File: src/tlm_pkg.sv
package tlm_pkg;

   // ==========================================================
   // register map (byte addresses on the APB)
   localparam logic [7:0] ADDR_CTRL  = 8'h00;
   localparam logic [7:0] ADDR_REQ   = 8'h04;
   localparam logic [7:0] ADDR_EVT   = 8'h08;
   localparam logic [7:0] ADDR_STAT  = 8'h0c;
   localparam logic [7:0] ADDR_WORDS = 8'h10;

   // ==========================================================
   // field positions and values
   localparam int         CTRL_BURST_BIT   = 0;
   localparam int         CTRL_RESTART_BIT = 1;
   localparam logic [1:0] FLOW_NONE        = 2'h0;
   localparam logic [1:0] FLOW_PEND        = 2'h1;
   localparam logic [1:0] FLOW_DONE        = 2'h3;
   localparam logic [7:0] CNT_FIRST        = 8'h00;
   localparam logic [7:0] CNT_MIN          = 8'h01;
   localparam logic [7:0] CNT_MAX          = 8'hff;
   // 1024 octets: 16 messages of 32 words, 32 coded as zero
   localparam logic [15:0] BURST_W1        = 16'h1000;
   localparam logic [15:0] W1_RESET        = 16'h0000;
   localparam logic [1:0]  EVT_HOLD_SF     = 2'h2;

   // ==========================================================
   // timing
   localparam int CLK_MHZ        = 125;
   localparam int LOAD_WINDOW_US = 2000;
   localparam int LOAD_CYC       = LOAD_WINDOW_US * CLK_MHZ;

   // ==========================================================
   // types
   typedef enum logic [1:0] {
      ST_IDLE = 2'b00,
      ST_REQ  = 2'b01,
      ST_CONF = 2'b11
   } xfer_state_t;

   typedef struct packed {
      logic        sync;         // synchronize mode command seen
      logic        addr_match;   // sync data word holds our address
      logic        sa11_access;  // controller read of transmit SA 11
      logic        conf_rx;      // confirmation written to receive SA 10
      logic [15:0] conf_w2;      // its second word
   } bus_evt_t;

   typedef struct packed {
      logic [15:0] w1;
      logic [15:0] w2;
   } req_words_t;

endpackage

File: src/tlm_handshake.sv
`timescale 1ns/1ns
// Contract
// - terminal publishes its request words on transmit subaddress 10
// - terminal evaluates confirmation by next sync, then prepares next packet
// - new packet and request loaded within 2 ms of subframe start
// - nothing pending: word one zero, count kept, flow control 00
// - burst mode uses 1024-octet packets and sets the burst bit
// - burst: request updated at own-address sync or first SA 11 access
// - burst: output buffers refreshed at confirmation or own-address sync
// - event: load SA 5 or 6 buffer, then set matching flag
// - controller copies event; terminal compares sent and copied signatures for taking
// - terminal checks event confirmation each sync, clears flag when confirmed
// - after clearing a flag, wait 2 subframes before setting again
// - flow codes: 00 none, 01 pending, 10 reserved, 11 controller only
// - packet count cycles 1..255, starts at 0 after reset or restart
module tlm_handshake
   import tlm_pkg::*;
#(
   parameter int LOAD_CYCLES = LOAD_CYC
) (
   // clock and reset
   input  wire logic              pclk,
   input  wire logic              presetn,
   // apb slave
   input  wire logic              psel,
   input  wire logic              penable,
   input  wire logic              pwrite,
   input  wire logic [7:0]        paddr,
   input  wire logic [31:0]       pwdata,
   output logic [31:0]            prdata,
   output logic                   pready,
   output logic                   pslverr,
   // bus core events
   input  wire bus_evt_t          bus_evt,
   input  wire logic [1:0][15:0]  evt_tx_sig,
   input  wire logic [1:0][15:0]  evt_rx_sig,
   // transmit SA 10 contents and buffer control
   output req_words_t             req_words,
   output logic                   pkt_load
);

   // ==========================================================
   // registers
   logic              burst_en_ff;
   logic              first_ff;
   logic              staged_ff;
   logic [15:0]       staged_w1_ff;
   logic [15:0]       w1_ff;
   logic [1:0]        flow_ff;
   logic [7:0]        cnt_ff;
   logic              burst_pub_ff;
   xfer_state_t       state_ff;
   logic              got_conf_ff;
   logic [15:0]       conf_w2_ff;
   logic              sa11_seen_ff;
   logic [17:0]       timer_ff;
   logic              pkt_load_ff;
   logic [1:0]        evt_flag_ff;
   logic [1:0]        evt_pend_ff;
   logic [1:0][1:0]   hold_ff;
   logic [31:0]       prdata_ff;

   // ==========================================================
   // functions
   function automatic logic [7:0] next_count(input logic [7:0] c, input logic first);
      logic [7:0] n;
      n = c + CNT_MIN;
      if (first) begin
         n = CNT_FIRST;
      end else if (c == CNT_MAX) begin
         n = CNT_MIN;
      end
      return n;
   endfunction

   // ==========================================================
   // apb decode
   wire        wr_en     = psel & penable & pwrite;
   wire        setup     = psel & ~penable;
   wire        hit_ctrl  = (paddr == ADDR_CTRL);
   wire        hit_req   = (paddr == ADDR_REQ);
   wire        hit_evt   = (paddr == ADDR_EVT);
   wire        hit_stat  = (paddr == ADDR_STAT);
   wire        hit_words = (paddr == ADDR_WORDS);
   wire        mapped    = hit_ctrl | hit_req | hit_evt | hit_stat | hit_words;
   wire        wr_ctrl   = wr_en & hit_ctrl;
   wire        wr_req    = wr_en & hit_req;
   wire [1:0]  wr_evt    = (wr_en & hit_evt) ? pwdata[1:0] : 2'h0;
   wire        restart   = wr_ctrl & pwdata[CTRL_RESTART_BIT];

   logic [31:0] rd_mux;
   always_comb begin
      rd_mux = 32'h0000_0000;
      if (hit_ctrl) begin
         rd_mux = {31'h0, burst_en_ff};
      end else if (hit_req) begin
         rd_mux = {16'h0, staged_w1_ff};
      end else if (hit_evt) begin
         rd_mux = {26'h0, (hold_ff[1] != 2'h0), (hold_ff[0] != 2'h0), evt_pend_ff, evt_flag_ff};
      end else if (hit_stat) begin
         rd_mux = {16'h0, cnt_ff, 3'h0, got_conf_ff, staged_ff, first_ff, state_ff};
      end else if (hit_words) begin
         rd_mux = {req_words.w2, req_words.w1};
      end
   end

   assign pready  = 1'b1;
   assign pslverr = psel & penable & ~mapped;
   assign prdata  = prdata_ff;

   always_ff @(posedge pclk or negedge presetn) begin
      if (!presetn) begin
         prdata_ff <= 32'h0000_0000;
      end else if (setup) begin
         prdata_ff <= rd_mux;
      end
   end

   // ==========================================================
   // subframe timing and triggers
   wire own_sync   = bus_evt.sync & bus_evt.addr_match;
   wire first_sa11 = bus_evt.sa11_access & ~sa11_seen_ff;
   wire in_window  = (timer_ff < LOAD_CYCLES[17:0]);
   wire burst_trig = own_sync | first_sa11;
   wire publish    = staged_ff & (burst_en_ff ? burst_trig
                                              : (state_ff == ST_IDLE) & in_window);
   wire conf_ok    = (conf_w2_ff[12:11] == FLOW_DONE) & (conf_w2_ff[7:0] == cnt_ff);
   wire confirmed  = bus_evt.sync & got_conf_ff & conf_ok;
   wire refresh    = burst_en_ff ? (bus_evt.conf_rx | own_sync) : confirmed;

   always_ff @(posedge pclk or negedge presetn) begin
      if (!presetn) begin
         timer_ff     <= 18'h0;
         sa11_seen_ff <= 1'b0;
      end else begin
         timer_ff     <= bus_evt.sync ? 18'h0 : (in_window ? timer_ff + 18'h1 : timer_ff);
         sa11_seen_ff <= ~bus_evt.sync & (sa11_seen_ff | bus_evt.sa11_access);
      end
   end

   // ==========================================================
   // software control and staging
   always_ff @(posedge pclk or negedge presetn) begin
      if (!presetn) begin
         burst_en_ff  <= 1'b0;
         staged_ff    <= 1'b0;
         staged_w1_ff <= W1_RESET;
      end else begin
         if (wr_ctrl) begin
            burst_en_ff <= pwdata[CTRL_BURST_BIT];
         end
         if (wr_req) begin
            staged_w1_ff <= pwdata[15:0];
         end
         staged_ff <= wr_req | (staged_ff & ~(publish & ~restart));
      end
   end

   // ==========================================================
   // request words and transfer state
   always_ff @(posedge pclk or negedge presetn) begin
      if (!presetn) begin
         w1_ff        <= W1_RESET;
         flow_ff      <= FLOW_NONE;
         cnt_ff       <= CNT_FIRST;
         first_ff     <= 1'b1;
         burst_pub_ff <= 1'b0;
         state_ff     <= ST_IDLE;
      end else if (restart) begin
         first_ff <= 1'b1;
         state_ff <= ST_IDLE;
      end else if (publish) begin
         w1_ff        <= burst_en_ff ? BURST_W1 : staged_w1_ff;
         flow_ff      <= FLOW_PEND;
         cnt_ff       <= next_count(cnt_ff, first_ff);
         first_ff     <= 1'b0;
         burst_pub_ff <= burst_en_ff;
         state_ff     <= ST_REQ;
      end else if (confirmed) begin
         state_ff <= ST_IDLE;
         if (!staged_ff) begin
            w1_ff   <= W1_RESET;
            flow_ff <= FLOW_NONE;
         end
      end else if (bus_evt.conf_rx && state_ff == ST_REQ) begin
         state_ff <= ST_CONF;
      end
   end

   always_ff @(posedge pclk or negedge presetn) begin
      if (!presetn) begin
         got_conf_ff <= 1'b0;
         conf_w2_ff  <= 16'h0;
         pkt_load_ff <= 1'b0;
      end else begin
         if (bus_evt.conf_rx) begin
            conf_w2_ff <= bus_evt.conf_w2;
         end
         got_conf_ff <= bus_evt.conf_rx | (got_conf_ff & ~bus_evt.sync);
         pkt_load_ff <= refresh;
      end
   end

   assign req_words.w1 = w1_ff;
   assign req_words.w2 = {evt_flag_ff[0], evt_flag_ff[1], burst_pub_ff, flow_ff, 3'h0, cnt_ff};
   assign pkt_load     = pkt_load_ff;

   // ==========================================================
   // event flags
   logic [1:0] evt_taken;
   logic [1:0] evt_set;
   always_comb begin
      for (int i = 0; i < 2; i++) begin
         evt_taken[i] = bus_evt.sync & evt_flag_ff[i] & (evt_tx_sig[i] == evt_rx_sig[i]);
         evt_set[i]   = evt_pend_ff[i] & ~evt_flag_ff[i] & (hold_ff[i] == 2'h0);
      end
   end

   always_ff @(posedge pclk or negedge presetn) begin
      if (!presetn) begin
         evt_flag_ff <= 2'h0;
         evt_pend_ff <= 2'h0;
         hold_ff     <= '0;
      end else begin
         for (int i = 0; i < 2; i++) begin
            evt_pend_ff[i] <= wr_evt[i] | (evt_pend_ff[i] & ~evt_set[i]);
            if (evt_taken[i]) begin
               evt_flag_ff[i] <= 1'b0;
               hold_ff[i]     <= EVT_HOLD_SF;
            end else begin
               if (evt_set[i]) begin
                  evt_flag_ff[i] <= 1'b1;
               end
               if (bus_evt.sync && hold_ff[i] != 2'h0) begin
                  hold_ff[i] <= hold_ff[i] - 2'h1;
               end
            end
         end
      end
   end

   // syncs seen since event b was last taken, saturating at the hold span
   logic [1:0] syncs_b_ff;
   always_ff @(posedge pclk or negedge presetn) begin
      if (!presetn) begin
         syncs_b_ff <= EVT_HOLD_SF;
      end else if (evt_taken[1]) begin
         syncs_b_ff <= 2'h0;
      end else if (bus_evt.sync && syncs_b_ff != EVT_HOLD_SF) begin
         syncs_b_ff <= syncs_b_ff + 2'h1;
      end
   end
endmodule

File: config.mk
export PLATFORM = sky130hd
export DESIGN_NAME = tlm_handshake
export DESIGN_NICKNAME = d
export VERILOG_FILES = /design/src/tlm_pkg.sv /design/src/tlm_handshake.sv
export SDC_FILE = /design/constraint.sdc
export NUM_CORES = 1
export LEC_CHECK = 0
export BUFFER_PORTS_ARGS = -buffer_cell sky130_fd_sc_hd__buf_2
export CAP_MARGIN = 20
export CELL_PAD_IN_SITES_DETAIL_PLACEMENT = 0
export CELL_PAD_IN_SITES_GLOBAL_PLACEMENT = 1
export CORE_MARGIN = 2
export CORE_UTILIZATION = 38
export CTS_CLUSTER_SIZE = 24
export DETAILED_ROUTE_END_ITERATION = 8
export PLACE_DENSITY_LB_ADDON = 0.1
export SLEW_MARGIN = 10
export SYNTH_ARGS = -nofsm -noshare
export SYNTH_HDL_FRONTEND = slang
export SYNTH_SLANG_ARGS = --single-unit
File: constraint.sdc
create_clock -name pclk -period 2.6 [get_ports pclk]
set_input_delay 0.26 -clock pclk [delete_from_list [all_inputs] [get_ports pclk]]
set_output_delay 0.26 -clock pclk [all_outputs]
set_load 0.01 [all_outputs]
==> reports/results.md, run 1 <==
- **run status** finished clean
- **number of antenna violations at the first check in global routing** 0
- **maximum net fanout on the critical path** 16
- **maximum number of pins on one net before global-route repair** 50
- **instance count of the mapped netlist** 555
- **Final Hold Fails** 0
- **area enclosed by the die boundary** 16280 um2
- **kind of critical path** flip-flop to flip-flop
- **placed wire-length estimate after detailed placement** 11670 um
- **# fillers** 1377
- **Final Cycle Share** 86.16%
- **reported leakage power** 0.003614 uW
- **Finished Layout Cells** 931
- **number of vias in the routed layout** 4952
- **internal power summed over all cells** 4013 uW
- **Routability Congestion** 0.8395
- **post-placement setup slack** 0.2857 ns
- **via count of the first global-routing pass** 4913
- **first-pass GRT wire length** 25210 um
- **Reg power frac** 37.6%
- **post-route DRC violation count** 0
- **Warnings, synthesis** 0
- **total routed wirelength** 15690 um
- **ratio of cells with drive above 1 in the final layout** 34.99%
- **CTS buffer count** 17
- **sinks on the clock net** 114
- **commonest cells after routing, fill and taps aside** sky130_fd_sc_hd__buf_2 (163), sky130_fd_sc_hd__dfrtp_1 (113), sky130_fd_sc_hd__a22o_1 (41)
- **worst endpoint required time** 2.95 ns
- **summed negative setup slack over all endpoints** 0 ns
- **buffer count from post-CTS setup fixing** 0
- **first-pass iteration count of the detailed router** 4
- **number of cells on the worst hold path** 2
- **post-CTS clock slew at the launch and capture registers of the worst setup and hold paths** 0.05 ns
- **power spent charging and discharging nets** 1208 uW
- **number of max-slew violations in the final report** 0
- **worst setup margin** 0.3599 ns
- **Synth Area per Inst** 10.46 um2
- **number of library cell types mapped by synthesis** 57
- **area added between synthesis and finish** 30.49%
- **clock latency reported for the late side of the worst-skew pair** 0.42 ns
- **TritonCTS clock tree** built
- **clock period minus final worst setup slack** 2.240 ns
- **Starting Density** 38.60%
- **die width** 127.6 um
- **overall fraction of global-route tracks in use** 19.98%
- **proportion of power drawn by combinational gates** 10.4%
- **cell area after technology mapping** 5803 um2
- **Max Clock Freq** 446.4 MHz
- **Std-Cell Core Area** 15030 um2
- **largest vdd supply drop** 0.4698 mV
- **Gates resized, CTS repair** 0
- **GRT Residual Overflow** 0
- **Clock Skews** 0.01114 ns
- **routed wire length per instance** 16.85 um
- **Sw Ratio** 23.14%
- **worst slew pin tran** 0.8948 ns
- **ys async rst share** 100.0%
- **total number of H-tree levels** 4
- **number of endpoints failing setup at the final stage** 0
- **most common library cell in the layout ignoring fill and taps** sky130_fd_sc_hd__buf_2
- **Boundary Pins** 196
- **buffers from clock root to sink, at most** 2
- **antenna diode count** 0
- **number of max-cap violations** 0
- **Nets** 863
- **die height** 127.6 um
- **kind of end point of the critical path** flip-flop
- **Clock Power Share** 52.0%
- **count of flip-flops with a built-in enable after synthesis** 0
- **Pwr per Cell Area** 689.5 nW/um2
- **DR iter-0 viols** 355
- **proportion of synthesized chip area in sequential cells** 49.18%
- **CTS root buf** sky130_fd_sc_hd__clkbuf_16
- **row cnt** 45
- **path category of the worst min-delay check** input port to flip-flop
- **residual antenna-violating net count after detailed routing** 0
- **setup repair after global routing missed its margin** no
- **placed cells** 898
- **post-detailed-route via-to-cell ratio** 5.319
- **top_reg_cell synth** sky130_fd_sc_hd__dfrtp_1
- **nature of the critical path startpoint** flip-flop
- **hold buffer count at cts** 1
- **flops & latches, synth** 114
- **count of port buffers added during placement** 164
- **Data arrival, critical path** 2.59 ns
- **max-slew headroom at the worst pin** 40.34%
- **post-layout power** 5221 uW
- **worst r2r path cells** 5
[flip-flops by register name (all words and copies together) (netlist names)]
name / flops
staged_w1_ff: 16
state_ff: 2
burst_en_ff: 1
prdata: 28
cnt_ff: 8
first_ff: 1
timer_ff: 18
w1_ff: 16
sa11_seen_ff: 1
evt_pend_ff: 2
staged_ff: 1
hold_ff: 4
evt_flag_ff: 2
got_conf_ff: 1
pkt_load: 1
burst_pub_ff: 1
flow_ff: 1
conf_w2_ff: 10
[cell type report]
| cell class | instances | area (um2) | share of cell area (%) |
|---|---|---|---|
| clock inverters | 15 | 262.8 | 3.470 |
| well taps | 188 | 235.2 | 3.106 |
| repair buffers | 187 | 1023 | 13.52 |
| inverters | 12 | 45.04 | 0.5948 |
| clock buffers | 17 | 425.4 | 5.618 |
| multi-input cells | 398 | 2726 | 36.00 |
| flip-flops and latches | 114 | 2854 | 37.69 |
[logic make-up after synthesis]
| kind of cell | after synthesis | synth area share (%) |
|---|---|---|
| mux | 29 | 5.606 |
| simple gates | 146 | 13.32 |
| buf+inv | 50 | 4.290 |
| fa+ha+maj | 4 | 0.8625 |
| other cells | 2 | 0.1294 |
| xor+xnor | 49 | 7.395 |
| flops | 114 | 49.18 |
| compound gates | 161 | 19.21 |
[synth_stat cells (all sizes together) (2+ instances only)]
master | number | area (um2)
a21o | 3 | 22.52
a21oi | 34 | 170.2
a22o | 41 | 359.1
a22oi | 10 | 75.07
a31o | 6 | 52.55
a31oi | 3 | 18.77
and2 | 3 | 18.77
and3 | 4 | 25.02
and4 | 4 | 35.03
buf | 20 | 136.4
clkbuf | 18 | 67.56
conb | 2 | 7.510
dfrtp | 113 | 2828
ha | 4 | 50.05
inv | 12 | 45.04
mux2 | 28 | 315.3
nand2 | 37 | 138.9
nand2b | 8 | 50.05
nand3 | 16 | 80.08
nand4 | 10 | 62.56
nand4b | 2 | 17.52
nor2 | 32 | 120.1
nor2b | 3 | 18.77
nor3 | 7 | 45.04
nor3b | 2 | 15.01
nor4 | 7 | 58.81
o21ai | 32 | 163.9
o31ai | 20 | 150.1
or3 | 3 | 18.77
or4 | 4 | 33.78
xnor2 | 39 | 341.6
xor2 | 10 | 87.58
[critical path, stage by stage, from the launching register on]
cell and delay, ns:
sky130_fd_sc_hd__dfrtp_1 0.50, sky130_fd_sc_hd__inv_1 0.14, sky130_fd_sc_hd__o311a_1 0.38, sky130_fd_sc_hd__o31a_1 0.17, sky130_fd_sc_hd__o21ai_2 0.74, sky130_fd_sc_hd__a22o_1 0.25
[power by group through the flow]
stage                     registers, uW  clock network (uW)  logic (uW)
after floorplan                    1970                   0         330
after global placement             1990                   0         533
after detailed placement           2000                   0         548
after CTS                          1970                2750         553
after global routing               1980                2840         613
final                              1960                2710         543
[per-layer routing]
layer  wire, um  global-route usage (%)  up-vias
li1           -                       -     2373
met1       6835                   24.93     2389
met2       7703                   33.41      174
met3        943                   4.899       16
met4        202                   7.951        0
met5          0                       0        -
[through the flow]
step / cell area, um2 / hold WS, ns / util [%]
final: 7572 / 0.06876 / 50.37
after floorplan: 5829 / -0.03559 / -
after CTS: 7572 / 0.05898 / 50.37
after global routing: 7572 / 0.05817 / 50.37
after detailed placement: 6874 / 0.3334 / 45.73
after global placement: 6874 / 0.3247 / 45.73
[worst paths after layout]
kind | start | end | slack (ns)
min in group asynchronous | presetn | w1_ff[11] | 0.41
hold / removal | pwdata[6] | staged_w1_ff[6] | 0.07
setup / recovery | burst_en_ff | w1_ff[10] | 0.36
max in group asynchronous | presetn | first_ff | 1.46
hold reg to reg | prdata[12] | prdata[12] | 0.49
setup reg to reg | burst_en_ff | w1_ff[10] | 0.36
Power figures use the tool's default switching activity.
==> run 2, diff against run 1 <==
- PLACE_DENSITY: unset -> 0.92
- PLACE_DENSITY_LB_ADDON: 0.1 -> unset
- RECOVER_POWER: unset -> 25
==> run 2 against run 1 <==
The run now ends with capacitance limit, slew limit left. Global-route usage is 0.38 points lower. Combinational power fell by 1%. Maximum frequency up 7.7%. Clock-buffer cell count rose by 2. Sequential power barely moved. Setup slack better by 0.16 ns. Register-to-register slack improved by 0.16 ns. Clock power shrank 6%. Critical path depth is the same. First-iteration DRC count grew 16%. Non-clock buffer count shrank 3. Clock skew up 0.0098 ns.
==> reports/results.md, run 2 (synthesis gave the netlist of run 1 again) <==
- **total routed wirelength** 15420 um
- **Final Cycle Share** 80.03%
- **die height** 127.6 um
- **placed wire-length estimate after detailed placement** 11180 um
- **summed negative setup slack over all endpoints** 0 ns
- **number of max-slew violations in the final report** 115
- **count of port buffers added during placement** 164
- **DR iter-0 viols** 413
- **design area** 7483 um2
- **post-detailed-route via-to-cell ratio** 5.423
- **run status** complete, but fails checks
- **cell at the slowest stage of the critical path** sky130_fd_sc_hd__or3_1
- **area added between synthesis and finish** 28.96%
- **Starting Density** 38.60%
- **path category of the worst min-delay check** input port to flip-flop
- **power spent charging and discharging nets** 1213 uW
- **antenna diode count** 0
- **clock latency reported for the late side of the worst-skew pair** 0.42 ns
- **Layout Utilization** 49.78%
- **total number of H-tree levels** 4
- **failing checks** capacitance limit, slew limit
- **commonest cells after routing, fill and taps aside** sky130_fd_sc_hd__buf_2 (163), sky130_fd_sc_hd__dfrtp_1 (113), sky130_fd_sc_hd__a22o_1 (41)
- **GRT Residual Overflow** 0
- **CTS buffer count** 17
- **post-CTS clock slew at the launch and capture registers of the worst setup and hold paths** 0.05 ns
- **area enclosed by the die boundary** 16280 um2
- **Final Hold Fails** 0
- **Pwr per Cell Area** 676.0 nW/um2
- **most used cell along the critical path** sky130_fd_sc_hd__o31ai_1
- **first-pass iteration count of the detailed router** 4
- **worst slew pin tran** 1.540 ns
- **setup repair after global routing missed its margin** no
- **number of antenna violations at the first check in global routing** 0
- **Clock Power Share** 50.6%
- **worst r2r path cells** 5
- **Routability Congestion** 0.8380
- **buffers plus inverters on the worst setup path** 0
- **# fillers** 1384
- **maximum net fanout on the critical path** 6
- **number of gates on the worst path with buffers counted** 5
- **Clock Skews** 0.02093 ns
- **proportion of power drawn by combinational gates** 10.6%
- **most common library cell in the layout ignoring fill and taps** sky130_fd_sc_hd__buf_2
- **sinks on the clock net** 114
- **via count of the first global-routing pass** 4971
- **Data arrival, critical path** 2.38 ns
- **CP peak stage delay** 0.45 ns
- **clock period minus final worst setup slack** 2.081 ns
- **Nets** 860
- **buffers from clock root to sink, at most** 2
- **row cnt** 45
- **Std-Cell Core Area** 15030 um2
- **number of endpoints failing setup at the final stage** 0
- **max-slew headroom at the worst pin** -2.658%
- **largest vdd supply drop** 0.5201 mV
- **TritonCTS clock tree** built
- **flip-flop count of the largest register after layout** 28
- **nature of the critical path startpoint** flip-flop
- **Boundary Pins** 196
- **residual antenna-violating net count after detailed routing** 0
- **internal power summed over all cells** 3845 uW
- **reported leakage power** 0.003568 uW
- **number of max-cap violations** 1
- **buffer count from post-CTS setup fixing** 0
- **number of vias in the routed layout** 5033
- **post-route DRC violation count** 0
- **routed wire length per instance** 16.62 um
- **die width** 127.6 um
- **gate family responsible for the most delay along the worst path** compound AO/OA/AOI/OAI gates
- **Sw Ratio** 23.98%
- **kind of end point of the critical path** flip-flop
- **number of cells on the worst hold path** 2
- **cells along the critical path** o31ai_1, and3_1, o31ai_1, or3_1, o41ai_1
- **Max Clock Freq** 480.6 MHz
- **Placed Instance Area** 6839 um2
- **Reg power frac** 38.9%
- **ratio of cells with drive above 1 in the final layout** 34.46%
- **worst endpoint required time** 2.90 ns
- **kind of critical path** flip-flop to flip-flop
- **CTS root buf** sky130_fd_sc_hd__clkbuf_16
- **overall fraction of global-route tracks in use** 19.60%
- **maximum number of pins on one net before global-route repair** 115
- **first-pass GRT wire length** 24770 um
run 2: cell count changes in the layout (fill, tap and decap cells not counted), sizes merged:
cell	previous run	this run
buf	186	180
clkbuf	17	22
bufinv	7	5
clkinvlp	2	1
inv	12	13
run 2: final timing paths:
check                             from         endpoint  slack [ns]
min reg2reg                  prdata[1]        prdata[1]        0.48
max reg2reg                timer_ff[6]        cnt_ff[7]        0.52
min                          pwdata[9]  staged_w1_ff[9]        0.07
min in group asynchronous      presetn   conf_w2_ff[12]        0.88
max in group asynchronous      presetn     sa11_seen_ff        0.73
max                        timer_ff[6]        cnt_ff[7]        0.52
run 2: what timing repair did:
item | 4_1_cts | 5_1_grt
gates resized for setup | 0 | 0
hold endpoints to repair | 113 | 0
hold buffers | 1 | 0
endpoints found under the setup margin | 0 | 0
run 2: layout make-up:
cell class                      count  area [um2]  share of cell area (%)
Clock inverter                     13       207.7                   2.775
Clock buffer                       19       442.9                   5.919
Sequential cell                   114        2854                   38.14
Tap cell                          188       235.2                   3.143
Timing Repair Buffer              184       972.2                   12.99
Inverter                           12       45.04                  0.6019
Multi-Input combinational cell    398        2726                   36.43
run 2: per-layer routing:
metal	global-route usage, %	share of wire [%]	up-vias
met5	0	0	-
met4	6.206	1.9	0
met3	6.281	6.1	25
met2	32.31	49	196
met1	24.57	43	2446
li1	-	-	2366
run 2: power by group through the flow:
stage                     Combinational (uW)  Clock [uW]  Sequential, uW
final                                    535        2560            1970
after floorplan                          330           0            1970
after global placement                   530           0            1990
after global routing                     610        2690            1980
after CTS                                548        2590            1970
after detailed placement                 543           0            2000
run 2: stage by stage:
step	hold WS (ns)	power [uW]	worst slack [ns]	cells
after global placement	0.4013	2523	0.3604	895
after floorplan	-0.03559	2300	0.6370	562
final	0.06544	5058	0.5193	928
after detailed placement	0.4005	2540	0.3185	895
after CTS	0.05723	5108	0.5245	928
after global routing	0.05691	5274	0.3264	928
==> run 3, diff against run 2 <==
- ABC_AREA: unset -> 1
- CORE_UTILIZATION: 38 -> 37
- PLACE_DENSITY: 0.92 -> 0.93
- clock period: 2.6 -> 2.1 ns (I/O delays scaled with it)
==> run 3 against run 2 <==
The flow now finishes without violations. Worst hold slack worse by 0.051 ns. Largest power group unchanged. Design area up 8.0%. Routed wire length up 15%.
==> reports/results.md, run 3 <==
- **routed wire length per instance** 13.93 um
- **Simple-Gate Fraction of Synth Area** 31.75%
- **CTS buffer count** 17
- **placed cells** 1226
- **nature of the critical path startpoint** flip-flop
- **placed wire-length estimate after detailed placement** 12910 um
- **total number of H-tree levels** 4
- **Placed Instance Area** 7406 um2
- **largest vdd supply drop** 0.5403 mV
- **antenna diode count** 0
- **proportion of power drawn by combinational gates** 13.0%
- **Reg power frac** 39.6%
- **Finished Layout Cells** 1270
- **count of port buffers added during placement** 164
- **internal power summed over all cells** 4553 uW
- **path category of the worst min-delay check** input port to flip-flop
- **kind of critical path** flip-flop to flip-flop
- **top_reg_cell synth** sky130_fd_sc_hd__dfrtp_1
- **flops & latches, synth** 114
- **TritonCTS clock tree** built
- **design area** 8083 um2
- **number of max-cap violations** 0
- **number of library cell types mapped by synthesis** 38
- **maximum net fanout on the critical path** 11
- **kind of end point of the critical path** flip-flop
- **sinks on the clock net** 114
- **ys async rst share** 100.0%
- **proportion of synthesized chip area in sequential cells** 45.21%
- **main combinational cell family by area after synthesis** simple AND/OR/NAND/NOR gates
- **ratio of cells with drive above 1 in the final layout** 23.52%
- **row cnt** 47
- **clock period minus final worst setup slack** 1.788 ns
- **Nets** 1170
- **Clock Skews** 0.008646 ns
- **power spent charging and discharging nets** 1580 uW
- **die width** 134.6 um
- **setup repair after global routing missed its margin** no
- **most common library cell in the layout ignoring fill and taps** sky130_fd_sc_hd__nand2_1
- **post-synthesis adder-cell area fraction** 0.7929%
- **residual antenna-violating net count after detailed routing** 0
- **Clock Power Share** 47.4%
- **Synth Area per Inst** 7.453 um2
- **GRT Residual Overflow** 0
- **DR iter-0 viols** 385
- **Boundary Pins** 196
- **library cell with the largest summed area after synthesis** sky130_fd_sc_hd__dfrtp_1
- **Sw Ratio** 25.76%
- **post-layout power** 6133 uW
- **buffer count from post-CTS setup fixing** 0
- **reported leakage power** 0.004427 uW
- **buffers from clock root to sink, at most** 2
- **top cells by area in the synthesized netlist** sky130_fd_sc_hd__dfrtp_1 (45%), sky130_fd_sc_hd__nand2_1 (17%), sky130_fd_sc_hd__inv_1 (5.6%), sky130_fd_sc_hd__o21ai_0 (5.0%), sky130_fd_sc_hd__nor2_1 (4.2%)
- **Synth Area in Compound Gates** 8.920%
- **Final Hold Fails** 0
- **maximum number of pins on one net before global-route repair** 41
- **cell area after technology mapping** 6312 um2
- **worst endpoint required time** 2.43 ns
- **cell with the most instances after synthesis** sky130_fd_sc_hd__nand2_1
- **total routed wirelength** 17700 um
- **overall fraction of global-route tracks in use** 20.12%
- **Final Cycle Share** 85.13%
- **clock latency reported for the late side of the worst-skew pair** 0.42 ns
- **Multi-input gate area** 2897 um2
- **via count of the first global-routing pass** 5839
- **commonest cells after routing, fill and taps aside** sky130_fd_sc_hd__nand2_1 (282), sky130_fd_sc_hd__buf_2 (162), sky130_fd_sc_hd__dfrtp_1 (113)
- **summed negative setup slack over all endpoints** 0 ns
- **first-pass GRT wire length** 28870 um
- **portion of netlist area occupied by mux cells** 0%
- **post-route DRC violation count** 0
- **xor/xnor cell area share of the yosys netlist** 3.885%
- **area enclosed by the die boundary** 18120 um2
- **max-slew headroom at the worst pin** 30.54%
- **flip-flop count of the largest register after layout** 28
- **Data arrival, critical path** 2.12 ns
- **die height** 134.6 um
- **run status** finished clean
- **count of flip-flops with a built-in enable after synthesis** 0
- **area share of the largest cell type after synthesis** 44.80%
- **Routability Congestion** 0.8847
- **area added between synthesis and finish** 28.05%
- **register area** 2854 um2
- **first-pass iteration count of the detailed router** 5
- **worst slew pin tran** 1.042 ns
- **Pwr per Cell Area** 758.8 nW/um2
- **Warnings, synthesis** 0
- **# fillers** 1651
- **instance count of the mapped netlist** 847
- **number of endpoints failing setup at the final stage** 0
- **post-CTS clock slew at the launch and capture registers of the worst setup and hold paths** 0.05 ns
- **top post-synthesis cells by count** sky130_fd_sc_hd__nand2_1 (281), sky130_fd_sc_hd__dfrtp_1 (113), sky130_fd_sc_hd__inv_1 (95)
- **number of max-slew violations in the final report** 0
- **Max Clock Freq** 559.4 MHz
- **number of antenna violations at the first check in global routing** 0
- **number of vias in the routed layout** 6058
- **post-detailed-route via-to-cell ratio** 4.770
- **Std-Cell Core Area** 16640 um2
- **Starting Density** 37.93%
- **CTS root buf** sky130_fd_sc_hd__clkbuf_16
==> run 3: cell count changes after synthesis, sizes merged, moves of 20 or more <==
cell,previous run,this run
mux2,28,0
xnor2,39,11
nor2,32,75
o21ai,32,65
nand3,16,53
inv,12,102
a22o,41,0
nand2,37,296
o31ai,20,0
==> run 3: area by class of cell <==
type                            instances  share of cell area (%)
Inverter                              105                   4.876
Timing Repair Buffer                  196                   13.30
Clock buffer                           22                   5.619
Clock inverter                         10                   1.656
Tap cell                              220                   3.406
Multi-Input combinational cell        603                   35.84
Sequential cell                       114                   35.31
==> run 3: per-stage QoR <==
step | setup slack [ns] | hold WS, ns | utilization (%)
finish | 0.3123 | 0.01412 | 48.57
global route | 0.04511 | 0.01370 | 48.57
CTS | 0.2573 | 0.002478 | 48.76
detailed placement | 0.2754 | 0.2456 | 44.50
global placement | 0.3369 | 0.2378 | 44.50
floorplan | 0.5913 | -0.08559 | -
==> run 3: logic make-up after synthesis <==
| family | after synthesis |
|---|---|
| xor+xnor | 28 |
| fa+ha+maj | 4 |
| other cells | 2 |
| compound gates | 101 |
| buf+inv | 137 |
| flops | 114 |
| simple gates | 461 |
==> run 3: what timing repair did <==
item                       4_1_cts  5_1_grt
setup endpoints to repair        0        1
hold buffers                    12        0
gates resized for setup          0        1
hold endpoints to repair        47        0
==> run 3: worst paths after layout <==
check	start	end	slack (ns)	cells past startpoint
worst max register to register	timer_ff[10]	timer_ff[5]	0.31	9
worst min register to register	first_ff	first_ff	0.47	2
worst max-delay path	timer_ff[10]	timer_ff[5]	0.31	9
max in group asynchronous	presetn	w1_ff[10]	0.37	3
worst min-delay path	bus_evt[1]	conf_w2_ff[1]	0.01	3
min in group asynchronous	presetn	evt_flag_ff[1]	0.52	2
==> run 3: critical path: stages (launching register included) <==
cell,delay [ns]
sky130_fd_sc_hd__dfrtp_1,0.42
sky130_fd_sc_hd__nor2_1,0.14
sky130_fd_sc_hd__nand2_1,0.07
sky130_fd_sc_hd__nor2_1,0.09
sky130_fd_sc_hd__nand2_1,0.07
sky130_fd_sc_hd__nand2_1,0.35
sky130_fd_sc_hd__inv_1,0.22
sky130_fd_sc_hd__nand2_1,0.12
sky130_fd_sc_hd__o21ai_0,0.07
sky130_fd_sc_hd__a21oi_1,0.15
==> run 3: layer usage <==
layer  vias up  share of wire [%]  global-route usage, %
met3        26                5.0                  4.692
met1      2811                 46                  26.56
li1       3051                  -                      -
met2       170                 48                  32.99
met5         -                  0                      0
met4         0                1.6                  6.082
==> run 3: power groups by stage <==
| stage | logic [uW] | clock network [uW] | registers, uW |
|---|---|---|---|
| global route | 919 | 3060 | 2440 |
| floorplan | 466 | 0 | 2450 |
| detailed placement | 791 | 0 | 2460 |
| global placement | 769 | 0 | 2460 |
| CTS | 814 | 2950 | 2430 |
| finish | 796 | 2910 | 2430 |
